File: config.mk
export PLATFORM = sky130hd
export DESIGN_NAME = pci_master_burst_read_completion
export DESIGN_NICKNAME = d
export VERILOG_FILES = /design/src/pci_burst_pkg.sv /design/src/word_fifo_if.sv /design/src/pci_master_burst_read_completion.sv /design/src/word_fifo.sv
export SDC_FILE = /design/constraint.sdc
export NUM_CORES = 1
export LEC_CHECK = 0
export BUFFER_PORTS_ARGS = -buffer_cell sky130_fd_sc_hd__buf_4
export CAP_MARGIN = 5
export CELL_PAD_IN_SITES_DETAIL_PLACEMENT = 0
export CELL_PAD_IN_SITES_GLOBAL_PLACEMENT = 1
export CORE_MARGIN = 1.5
export CORE_UTILIZATION = 52
export CTS_CLUSTER_SIZE = 12
export DETAILED_ROUTE_END_ITERATION = 12
export GPL_ROUTABILITY_DRIVEN = 0
export PLACE_DENSITY_LB_ADDON = 0.15
export SLEW_MARGIN = 10
export SYNTH_ARGS = -nofsm -noshare
export SYNTH_HDL_FRONTEND = slang
export SYNTH_SLANG_ARGS = --single-unit
File: constraint.sdc
create_clock -name mclk -period 21.5 [get_ports mclk]
set_clock_uncertainty 0.1 [all_clocks]
set_input_delay 1.075 -clock mclk [delete_from_list [all_inputs] [get_ports mclk]]
set_output_delay 1.075 -clock mclk [all_outputs]
set_load 0.05 [all_outputs]
File: src/pci_burst_pkg.sv
package pci_burst_pkg;
    // ========================================
    // Widths and depths
    localparam int DATA_W     = 32;
    localparam int BURST_W    = 8;
    localparam int FIFO_DEPTH = 16;
    localparam int STAT_W     = 4;
    localparam int CAUSE_W    = 2;
    localparam int CBE_W      = 4;

    // ========================================
    // Encodings of the local master state and end cause
    localparam logic [STAT_W-1:0]  STAT_IDLE    = 4'h0;
    localparam logic [STAT_W-1:0]  STAT_XACT    = 4'h3;
    localparam logic [STAT_W-1:0]  STAT_TERM    = 4'h4;
    localparam logic [CAUSE_W-1:0] CAUSE_NONE   = 2'h0;
    localparam logic [CAUSE_W-1:0] CAUSE_NORMAL = 2'h1;

    // ========================================
    // Pin levels, counts and byte enables
    localparam logic               PIN_HI    = 1'h1;
    localparam logic               PIN_LO    = 1'h0;
    localparam logic               OE_DRIVE  = 1'h0;
    localparam logic               OE_FLOAT  = 1'h1;
    localparam logic [BURST_W-1:0] BURST_ONE = 8'h01;
    localparam logic [BURST_W-1:0] BURST_NIL = 8'h00;
    localparam logic [CBE_W-1:0]   CBE_ALL_N = 4'h0;
    localparam logic [DATA_W-1:0]  DATA_NIL  = 32'h0;

    // Phases of the closing part of a burst read.
    typedef enum logic [1:0] {PH_IDLE, PH_DATA, PH_TURN} phase_t;
endpackage

File: src/word_fifo_if.sv
`timescale 1ns/10ps
// ========================================
// Valid/ready word channel around the read buffer
interface word_fifo_if #(parameter int W = 32);
    logic         in_valid;
    logic         in_ready;
    logic [W-1:0] in_data;
    logic         out_valid;
    logic         out_ready;
    logic [W-1:0] out_data;

    modport fill  (output in_valid, in_data, out_ready,
                   input in_ready, out_valid, out_data);
    modport store (input in_valid, in_data, out_ready,
                   output in_ready, out_valid, out_data);
endinterface

File: src/pci_master_burst_read_completion.sv
`timescale 1ns/10ps
// Overview of operation
// - Completed phase: word out next cycle if ready, count down
// - Strobe after trdy and ready both seen
// - Ready last cycle keeps irdy asserted
// - Final phase: frame released high, irdy held
// - Phase completes when irdy and trdy low
// - Last word delivered, count reaches zero
// - Turnaround: release frame, cbe; deassert irdy
// - Final phase done: termination, normal cause
// - Idle: release irdy, drop transfer strobe if read buffer empty
// - Start loads count from burst length
module pci_master_burst_read_completion
    import pci_burst_pkg::*;
(
    input  wire logic               mclk,
    input  wire logic               sys_rst,
    input  wire logic               start_req,
    input  wire logic [BURST_W-1:0] burst_length,
    input  wire logic [DATA_W-1:0]  ad_in,
    input  wire logic               trdy_n,
    input  wire logic               local_ready_n,
    output logic                    frame_n,
    output logic                    frame_oe_n,
    output logic                    irdy_n,
    output logic                    irdy_oe_n,
    output logic [CBE_W-1:0]        cbe_n,
    output logic                    cbe_oe_n,
    output logic                    local_xfer_strobe_n,
    output logic [DATA_W-1:0]       local_data_out,
    output logic [BURST_W-1:0]      burst_remaining_count,
    output logic [STAT_W-1:0]       local_master_state,
    output logic [CAUSE_W-1:0]      end_cause
);
    // ========================================
    // State

    typedef struct packed {
        phase_t             phase;
        logic [BURST_W-1:0] count;
        logic               frame_n;
        logic               frame_oe_n;
        logic               irdy_n;
        logic               irdy_oe_n;
        logic               cbe_oe_n;
        logic               strobe_n;
        logic [DATA_W-1:0]  data;
        logic [STAT_W-1:0]  stat;
        logic [CAUSE_W-1:0] cause;
    } ctl_t;

    localparam ctl_t CTL_RESET = '{
        phase:      PH_IDLE,
        count:      BURST_NIL,
        frame_n:    PIN_HI,
        frame_oe_n: OE_FLOAT,
        irdy_n:     PIN_HI,
        irdy_oe_n:  OE_FLOAT,
        cbe_oe_n:   OE_FLOAT,
        strobe_n:   PIN_HI,
        data:       DATA_NIL,
        stat:       STAT_IDLE,
        cause:      CAUSE_NONE
    };

    ctl_t               q;
    ctl_t               n;
    logic               done;
    logic               last;
    logic               irdy_next_n;
    logic [BURST_W-1:0] count_dec;

    word_fifo_if #(.W(DATA_W)) fq ();

    // ========================================
    // Read buffer

    // Every received word passes through the buffer; when it is empty and the
    // local master is ready it falls straight through without a wait.
    word_fifo #(
        .W     (DATA_W),
        .DEPTH (FIFO_DEPTH)
    ) u_read_buf (
        .clk (mclk),
        .rst (sys_rst),
        .f   (fq)
    );

    // ========================================
    // Phase tracking

    // A data phase is complete in any cycle with irdy and trdy low.
    assign done = (q.phase == PH_DATA) && !q.irdy_n && !trdy_n;
    // A count of one means the phase in progress is the final one.
    assign last = q.count == BURST_ONE;
    assign count_dec = q.count - BURST_ONE;

    // The buffer room term holds irdy off rather than drop a word.
    assign irdy_next_n = local_ready_n || !fq.in_ready;

    // Buffer hookup: push on completion, drain while ready is low.
    assign fq.in_valid  = done;
    assign fq.in_data   = ad_in;
    assign fq.out_ready = !local_ready_n;

    // ========================================
    // Next state

    // All control decisions are taken here from the present state.
    always_comb
    begin
        n = q;
        // Hand-off: the word leaves with the strobe one cycle later.
        n.strobe_n = PIN_HI;
        if (fq.out_valid && fq.out_ready)
        begin
            n.data     = fq.out_data;
            n.strobe_n = PIN_LO;
        end
        unique case (q.phase)
            PH_IDLE:
            begin
                n.irdy_oe_n = OE_FLOAT;
                n.irdy_n    = PIN_HI;
                // A start is honoured only here; in data or turnaround
                // phases it is ignored, so a late pulse cannot restart.
                if (start_req)
                begin
                    n.phase      = PH_DATA;
                    n.count      = burst_length;
                    n.frame_oe_n = OE_DRIVE;
                    n.frame_n    = burst_length == BURST_ONE;
                    n.cbe_oe_n   = OE_DRIVE;
                    n.irdy_oe_n  = OE_DRIVE;
                    n.irdy_n     = irdy_next_n;
                    n.stat       = STAT_XACT;
                    n.cause      = CAUSE_NONE;
                end
            end
            PH_DATA:
            begin
                n.irdy_n = irdy_next_n;
                if (done)
                begin
                    n.count = count_dec;
                    // Next frame level looks one phase ahead.
                    n.frame_n = count_dec == BURST_ONE;
                    if (last)
                    begin
                        n.phase      = PH_TURN;
                        n.frame_n    = PIN_HI;
                        n.frame_oe_n = OE_FLOAT;
                        n.cbe_oe_n   = OE_FLOAT;
                        n.irdy_n     = PIN_HI;
                        n.stat       = STAT_TERM;
                        n.cause      = CAUSE_NORMAL;
                    end
                end
            end
            PH_TURN:
            begin
                // Irdy was driven high in turnaround, now let it float.
                n.phase     = PH_IDLE;
                n.irdy_oe_n = OE_FLOAT;
            end
        endcase
    end

    // ========================================
    // State register

    // One register holds all control and data output state.
    always_ff @(posedge mclk or posedge sys_rst)
    begin
        if (sys_rst)
        begin
            q <= CTL_RESET;
        end
        else
        begin
            q <= n;
        end
    end

    // ========================================
    // Outputs

    // Byte enables stay all-on; this block only reads whole words.
    assign frame_n               = q.frame_n;
    assign frame_oe_n            = q.frame_oe_n;
    assign irdy_n                = q.irdy_n;
    assign irdy_oe_n             = q.irdy_oe_n;
    assign cbe_n                 = CBE_ALL_N;
    assign cbe_oe_n              = q.cbe_oe_n;
    assign local_xfer_strobe_n   = q.strobe_n;
    assign local_data_out        = q.data;
    assign burst_remaining_count = q.count;
    assign local_master_state    = q.stat;
    assign end_cause             = q.cause;
endmodule

File: src/word_fifo.sv
`timescale 1ns/10ps
// ========================================
// Read buffer with fall-through when empty
module word_fifo #(
    parameter int W     = 32,
    parameter int DEPTH = 16
)(
    input wire logic   clk,
    input wire logic   rst,
    word_fifo_if.store f
);
    localparam int AW = $clog2(DEPTH);

    typedef struct packed {
        logic [DEPTH-1:0][W-1:0] mem;
        logic [AW:0]             wp;
        logic [AW:0]             rp;
    } fifo_state_t;

    fifo_state_t q;
    fifo_state_t n;
    logic        empty;
    logic        full;
    logic        push;
    logic        pop;

    // An empty buffer passes the word straight through, so a ready
    // consumer sees no extra latency.
    assign empty = q.wp == q.rp;
    assign full  = (q.wp[AW] != q.rp[AW])
                && (q.wp[AW-1:0] == q.rp[AW-1:0]);
    assign f.in_ready  = !full;
    assign f.out_valid = !empty || f.in_valid;
    assign f.out_data  = empty ? f.in_data : q.mem[q.rp[AW-1:0]];
    assign push = f.in_valid && !full && !(empty && f.out_ready);
    assign pop  = !empty && f.out_ready;

    // Next state: store on push, advance read pointer on pop.
    always_comb
    begin
        n = q;
        if (push)
        begin
            n.mem[q.wp[AW-1:0]] = f.in_data;
            n.wp = q.wp + 1'b1;
        end
        if (pop)
        begin
            n.rp = q.rp + 1'b1;
        end
    end

    // State register.
    always_ff @(posedge clk or posedge rst)
    begin
        if (rst)
        begin
            q <= '0;
        end
        else
        begin
            q <= n;
        end
    end
endmodule

* After elaboration in Yosys (flattened, before gate mapping)
Index checks and enable logic that the tools add are counted.
** Storage, ports and cells
- Latch bits :: 0
- Bits in registers :: 576
- Output and inout port bits :: 56
- Word-level logic and storage cells :: 90
- Memory bits (read-only) :: 0
- Memories kept :: 0
- Memory bits (writable) :: 0
- Bits of input ports :: 45
** Cells by class
- Shifts and indexed selects :: 0
- Reductions and logical operators :: 23
- Div/mod/pow operators :: 0
- Add/subtract/negate cells :: 3
- Mux-type cells :: 21
- $lt $le $gt $ge :: 3
- $mul :: 0
- Equality and inequality tests :: 11
- Bitwise operators :: 0
** Operator list (count)
- $bwmux W512 :: 1
- $bmux W32 S4 :: 1
- $demux W32 S4 :: 1
- $mux W32 :: 3
- $mux W33 :: 1
- $eq A8 B1 Y1 const B :: 3
- $pmux W11 S2 :: 1
- $mux W6 :: 3
- $mux W15 :: 1
- $mux W13 :: 1
- $pmux W6 S2 :: 1
- $add A5 B1 Y5 const B :: 2
- $lt A4 B5 Y1 const B :: 2
- $logic_and A1 B1 Y1 :: 9
- $sub A8 B1 Y8 const B :: 1
- $logic_not A1 Y1 :: 6
- $pmux W2 S3 :: 1
- $reduce_and A3 Y1 :: 2
- $eq A5 B5 Y1 :: 1
- $eq A4 B4 Y1 :: 1
- $ge A4 B1 Y1 const B :: 1
- $ne A2 B2 Y1 const B :: 2
- $pmux W1 S2 :: 2
- $reduce_and A4 Y1 :: 1
- 10 further kinds :: 13

* Depth between registers and ports, before layout
- Word-level depth :: 6
- Mapped depth :: 9
- Depth with buffers taken out :: 7

* Cells and area by module
A second synthesis with hierarchy kept.
** Second synthesis, totals
- Cells, all modules :: 1868
- Area total of the unflattened synthesis :: 26968.4 µm²
** Modules (own cells, without submodules)
- word_fifo :: cells each 1631, instances 1, seq. area each 13062.5 µm², area each 24294.6 µm²
- pci_master_burst_read_completion :: cells each 237, instances 1, seq. area each 1258.7 µm², area each 2673.8 µm²

* Worst setup path before layout
OpenSTA, ideal clock, no wires.
- Path kind :: input to register
- Start point :: input trdy_n
- End point :: register u_read_buf.q[381] (netlist bit)
- Setup slack :: 18.746 ns
- Buffers on the path :: 2
- Data required time :: 21.275 ns
- Stages on the path :: 6
- Data arrival time :: 2.529 ns
- Setup time :: 0.125 ns
- Cells stage by stage :: or3b_1 -> a21oi_2 -> and3_1 -> clkbuf_1 -> buf_2 -> mux2_2
** Between the ends
- Longest elaborated chain between the ends :: 4
** RTL lines
- start, declared :: RTL line pci_master_burst_read_completion.sv:21 : input wire logic trdy_n,
- $logic_not A1 Y1 :: RTL line pci_master_burst_read_completion.sv:93 : assign done = (q.phase == PH_DATA) && !q.irdy_n && !trdy_n;
- $logic_and A1 B1 Y1 :: RTL line pci_master_burst_read_completion.sv:93
- $logic_and A1 B1 Y1 (2 in series) :: RTL line word_fifo.sv:35 : assign push = f.in_valid && !full && !(empty && f.out_ready);
- end signal, assigned :: RTL line word_fifo.sv:62 : q <= n;
- end, declared :: RTL line word_fifo.sv:20 : fifo_state_t q;
Every way passes these cells.
A chain may end at the register's enable or synchronous reset.

* Final worst setup path
- Start point :: register q[53] (netlist bit)
- End point :: register u_read_buf.q[423] (netlist bit)
** Between the ends
- Longest elaborated chain between the ends :: 5
** RTL lines
- start, declared :: RTL line pci_master_burst_read_completion.sv:66 : ctl_t q;
- start signal, assigned :: RTL line pci_master_burst_read_completion.sv:181 : q <= n;
- $eq A2 B1 Y1 :: RTL line pci_master_burst_read_completion.sv:93
- $logic_and A1 B1 Y1 (2 in series) :: RTL line pci_master_burst_read_completion.sv:93
- $logic_and A1 B1 Y1 (2 in series) :: RTL line word_fifo.sv:35
Every way passes these cells.

==> results.json <==
{
  "fin_crit_ps": 4390,
  "layout_common_cells": "dfrtp_1 (563), mux2_2 (432), mux2i_1 (132)",
  "pre_cts_slack_ps": 16830,
  "crit_family": "simple AND/OR/NAND/NOR gates",
  "top_layer": "met4",
  "final_common_cell": "dfrtp_1",
  "reg2reg_depth": 7,
  "wl_per_cell_um": 25.3,
  "run_status": "completed",
  "insertion_delay_ps": 620,
  "cts_buffer_depth": 3,
  "crit_fanout": 21,
  "worst-path-stages": 7,
  "grt_usage_pct": 25.5,
  "ys.flop_type": "dfrtp_1",
  "worst_slew_pin_slew_ps": 1220,
  "dr_total_vias": 15651,
  "synth_area_leaders": "dfrtp_1 (53%), mux2_2 (18%), mux4_2 (5.4%)",
  "holdWs_ps": 366,
  "viasPerCell": 5.99,
  "yosysWarnings": 0,
  "dieArea_um2": 53000,
  "placed_area_um2": 27400,
  "crit_path_top_delay_cell": "nand4_1",
  "path_buf_inv": 2,
  "fmax_mhz": 228,
  "setup_tns_ps": 0,
  "powerDensity_nw_per_um2": 128,
  "worstPathArrival_ps": 4780,
  "rsz0062_at_grt": "false",
  "cts.sinks": 572,
  "dpl.cell_count": 2506,
  "required_ps": 21890,
  "drc_errors": 0,
  "max_stage_delay_ps": 1000,
  "htree_levels": 2,
  "final_layout_size_suffix_gt1_share_pct": 40.0,
  "numCtsBuffers": 60,
  "yosysUniqueCellTypes": 52,
  "synth_edf_count": 0,
  "synth_area_leader_cell": "dfrtp_1",
  "met2_length_um": 31900,
  "post-cts-setup-buffer-count": 0,
  "io_pins": 101,
  "cts_tree": "done",
  "root_buffer": "clkbuf_16",
  "finalHoldViolCount": 0,
  "syn_area_um2": 26900,
  "synth_top_area_share_pct": 52.7,
  "wirelength_um": 66100,
  "fp-row-count": 83,
  "clkTransAtPathRegs_ps": 60,
  "setup_viol": 0,
  "drtPass1Iterations": 5,
  "ant_nets": 0,
  "fin_cells": 2615,
  "synth-seq-area-share_pct": 53.3,
  "cts_resized": 0,
  "ir_worst_vdd_v": 0.0000734,
  "stdcell_area_um2": 29300,
  "start_util_pct": 52.4,
  "min_path_type": "reg2reg",
  "n_antenna_cell": 0,
  "die_width_um": 230,
  "grt_overflow": 0,
  "path_class": "reg2reg",
  "cp-end-kind": "register",
  "syn_inst": 1911,
  "fin_nets": 1944,
  "grt_start_max_net_pins": 175,
  "wl_met3_um": 2500,
  "portBuffers": 94,
  "path_cells": "inv_1 -> ha_1 -> or3b_1 -> a21oi_2 -> nand4_1 -> buf_4 -> mux2_1",
  "synthArstFlopShare_pct": 100,
  "grt_pass1_wl_um": 102000,
  "die_y_um": 230,
  "syn_avg_cell_area_um2": 14.1,
  "yosys_register_bits": 572,
  "timing.final.max_slew_violations": 0,
  "crit_path_start_kind": "register",
  "drtIter0Drc": 912,
  "wl_met1_um": 30000,
  "whs_path_depth": 2,
  "post-route-period-util_pct": 20.4,
  "timing.slew.headroom_pct": 18.4,
  "p_leak_uw": 0.0142,
  "area_growth_pct": 9.30,
  "antenna_found_initial": 0,
  "dpl.hpwl_um": 37600,
  "core_area_um2": 51200,
  "ctsHoldBuffers": 0,
  "grt_pass1_vias": 16563,
  "timing.final.ws_setup_ps": 17110,
  "maxCapViolations": 0
}
-- registers in the layout (all words and copies together), names as in the netlist --
name / flops
local_xfer_strobe_n: 1
frame_n: 1
irdy_oe_n: 1
u_read_buf.q: 522
end_cause: 1
cbe_oe_n: 1
burst_remaining_count: 8
irdy_n: 1
local_master_state: 1
frame_oe_n: 1
q: 2
local_data_out: 32
-- cell type report --
type | count | area (um2)
inverter | 9 | 41.3
clock buffer | 96 | 1770
fill | 4076 | 21800
clock inverter | 13 | 160
timing repair buffer | 125 | 963
multi-input combinational | 1120 | 11200
sequential | 572 | 14300
tap | 680 | 851
-- kinds of logic after synthesis --
kind of cell | after synthesis | synth area share (%)
multiplexers | 711 | 32.3
AO/OA/AOI/OAI | 202 | 4.98
buffers and inverters | 224 | 5.11
XOR/XNOR | 17 | 0.554
adder cells (fa/ha/maj) | 11 | 0.513
other | 1 | 0.0140
flip-flops | 572 | 53.3
AND/OR/NAND/NOR | 173 | 3.20
-- metrics by stage --
step	util [%]	total power, uW
3_3_place_gp	53.6	2720
6_report	57.3	3760
4_1_cts	57.3	3790
5_1_grt	57.3	3950
2_1_floorplan	-	2460
3_5_place_dp	53.6	2770
-- tightest hold or removal path: cells and delay by family, from the launching register on --
family	cells	cell delay (ps)
flip-flops	1	380
AND/OR/NAND/NOR	2	90
-- synthesized netlist by cell type (5+ instances only) --
library cell and n:
nand4_1 7, nor2b_1 5, ha_1 11, nor2_1 12
nand3_1 30, buf_1 6, nor3_1 7, buf_4 53
xnor2_1 6, o21ai_0 23, a211oi_1 30, o22ai_1 60
a22o_1 32, nand3b_1 7, buf_2 49, mux2_4 30
buf_6 36, mux2_1 53, clkbuf_1 71, mux4_2 64
nand2_1 78, xor2_1 11, a21oi_1 40, inv_1 9
dfstp_2 6, mux2i_1 132, dfrtp_1 566, mux2_2 432
and3_1 12
-- metal layers --
metal	global-route usage, %	vias up
li1	-	6872
met1	35.1	8401
met2	41.8	282
met3	3.78	96
met4	7.58	0
met5	0	-
-- power breakdown --
part,switching (uW),leakage [uW],internal [uW]
Clock,424,0.000938,595
Sequential,225,0.00776,1370
Combinational,591,0.00549,560
Total,1240,0.0142,2520
-- worst paths after layout --
kind                       startpoint                end  slack, ps
min                          cbe_oe_n           cbe_oe_n        370
max reg2reg                     q[53]  u_read_buf.q[423]      17110
min in group asynchronous     sys_rst       end_cause[0]        520
max in group asynchronous     sys_rst    u_read_buf.q[2]      18280
min reg2reg                  cbe_oe_n           cbe_oe_n        370
max                             q[53]  u_read_buf.q[423]      17110
(Power assumes the default switching activity.)
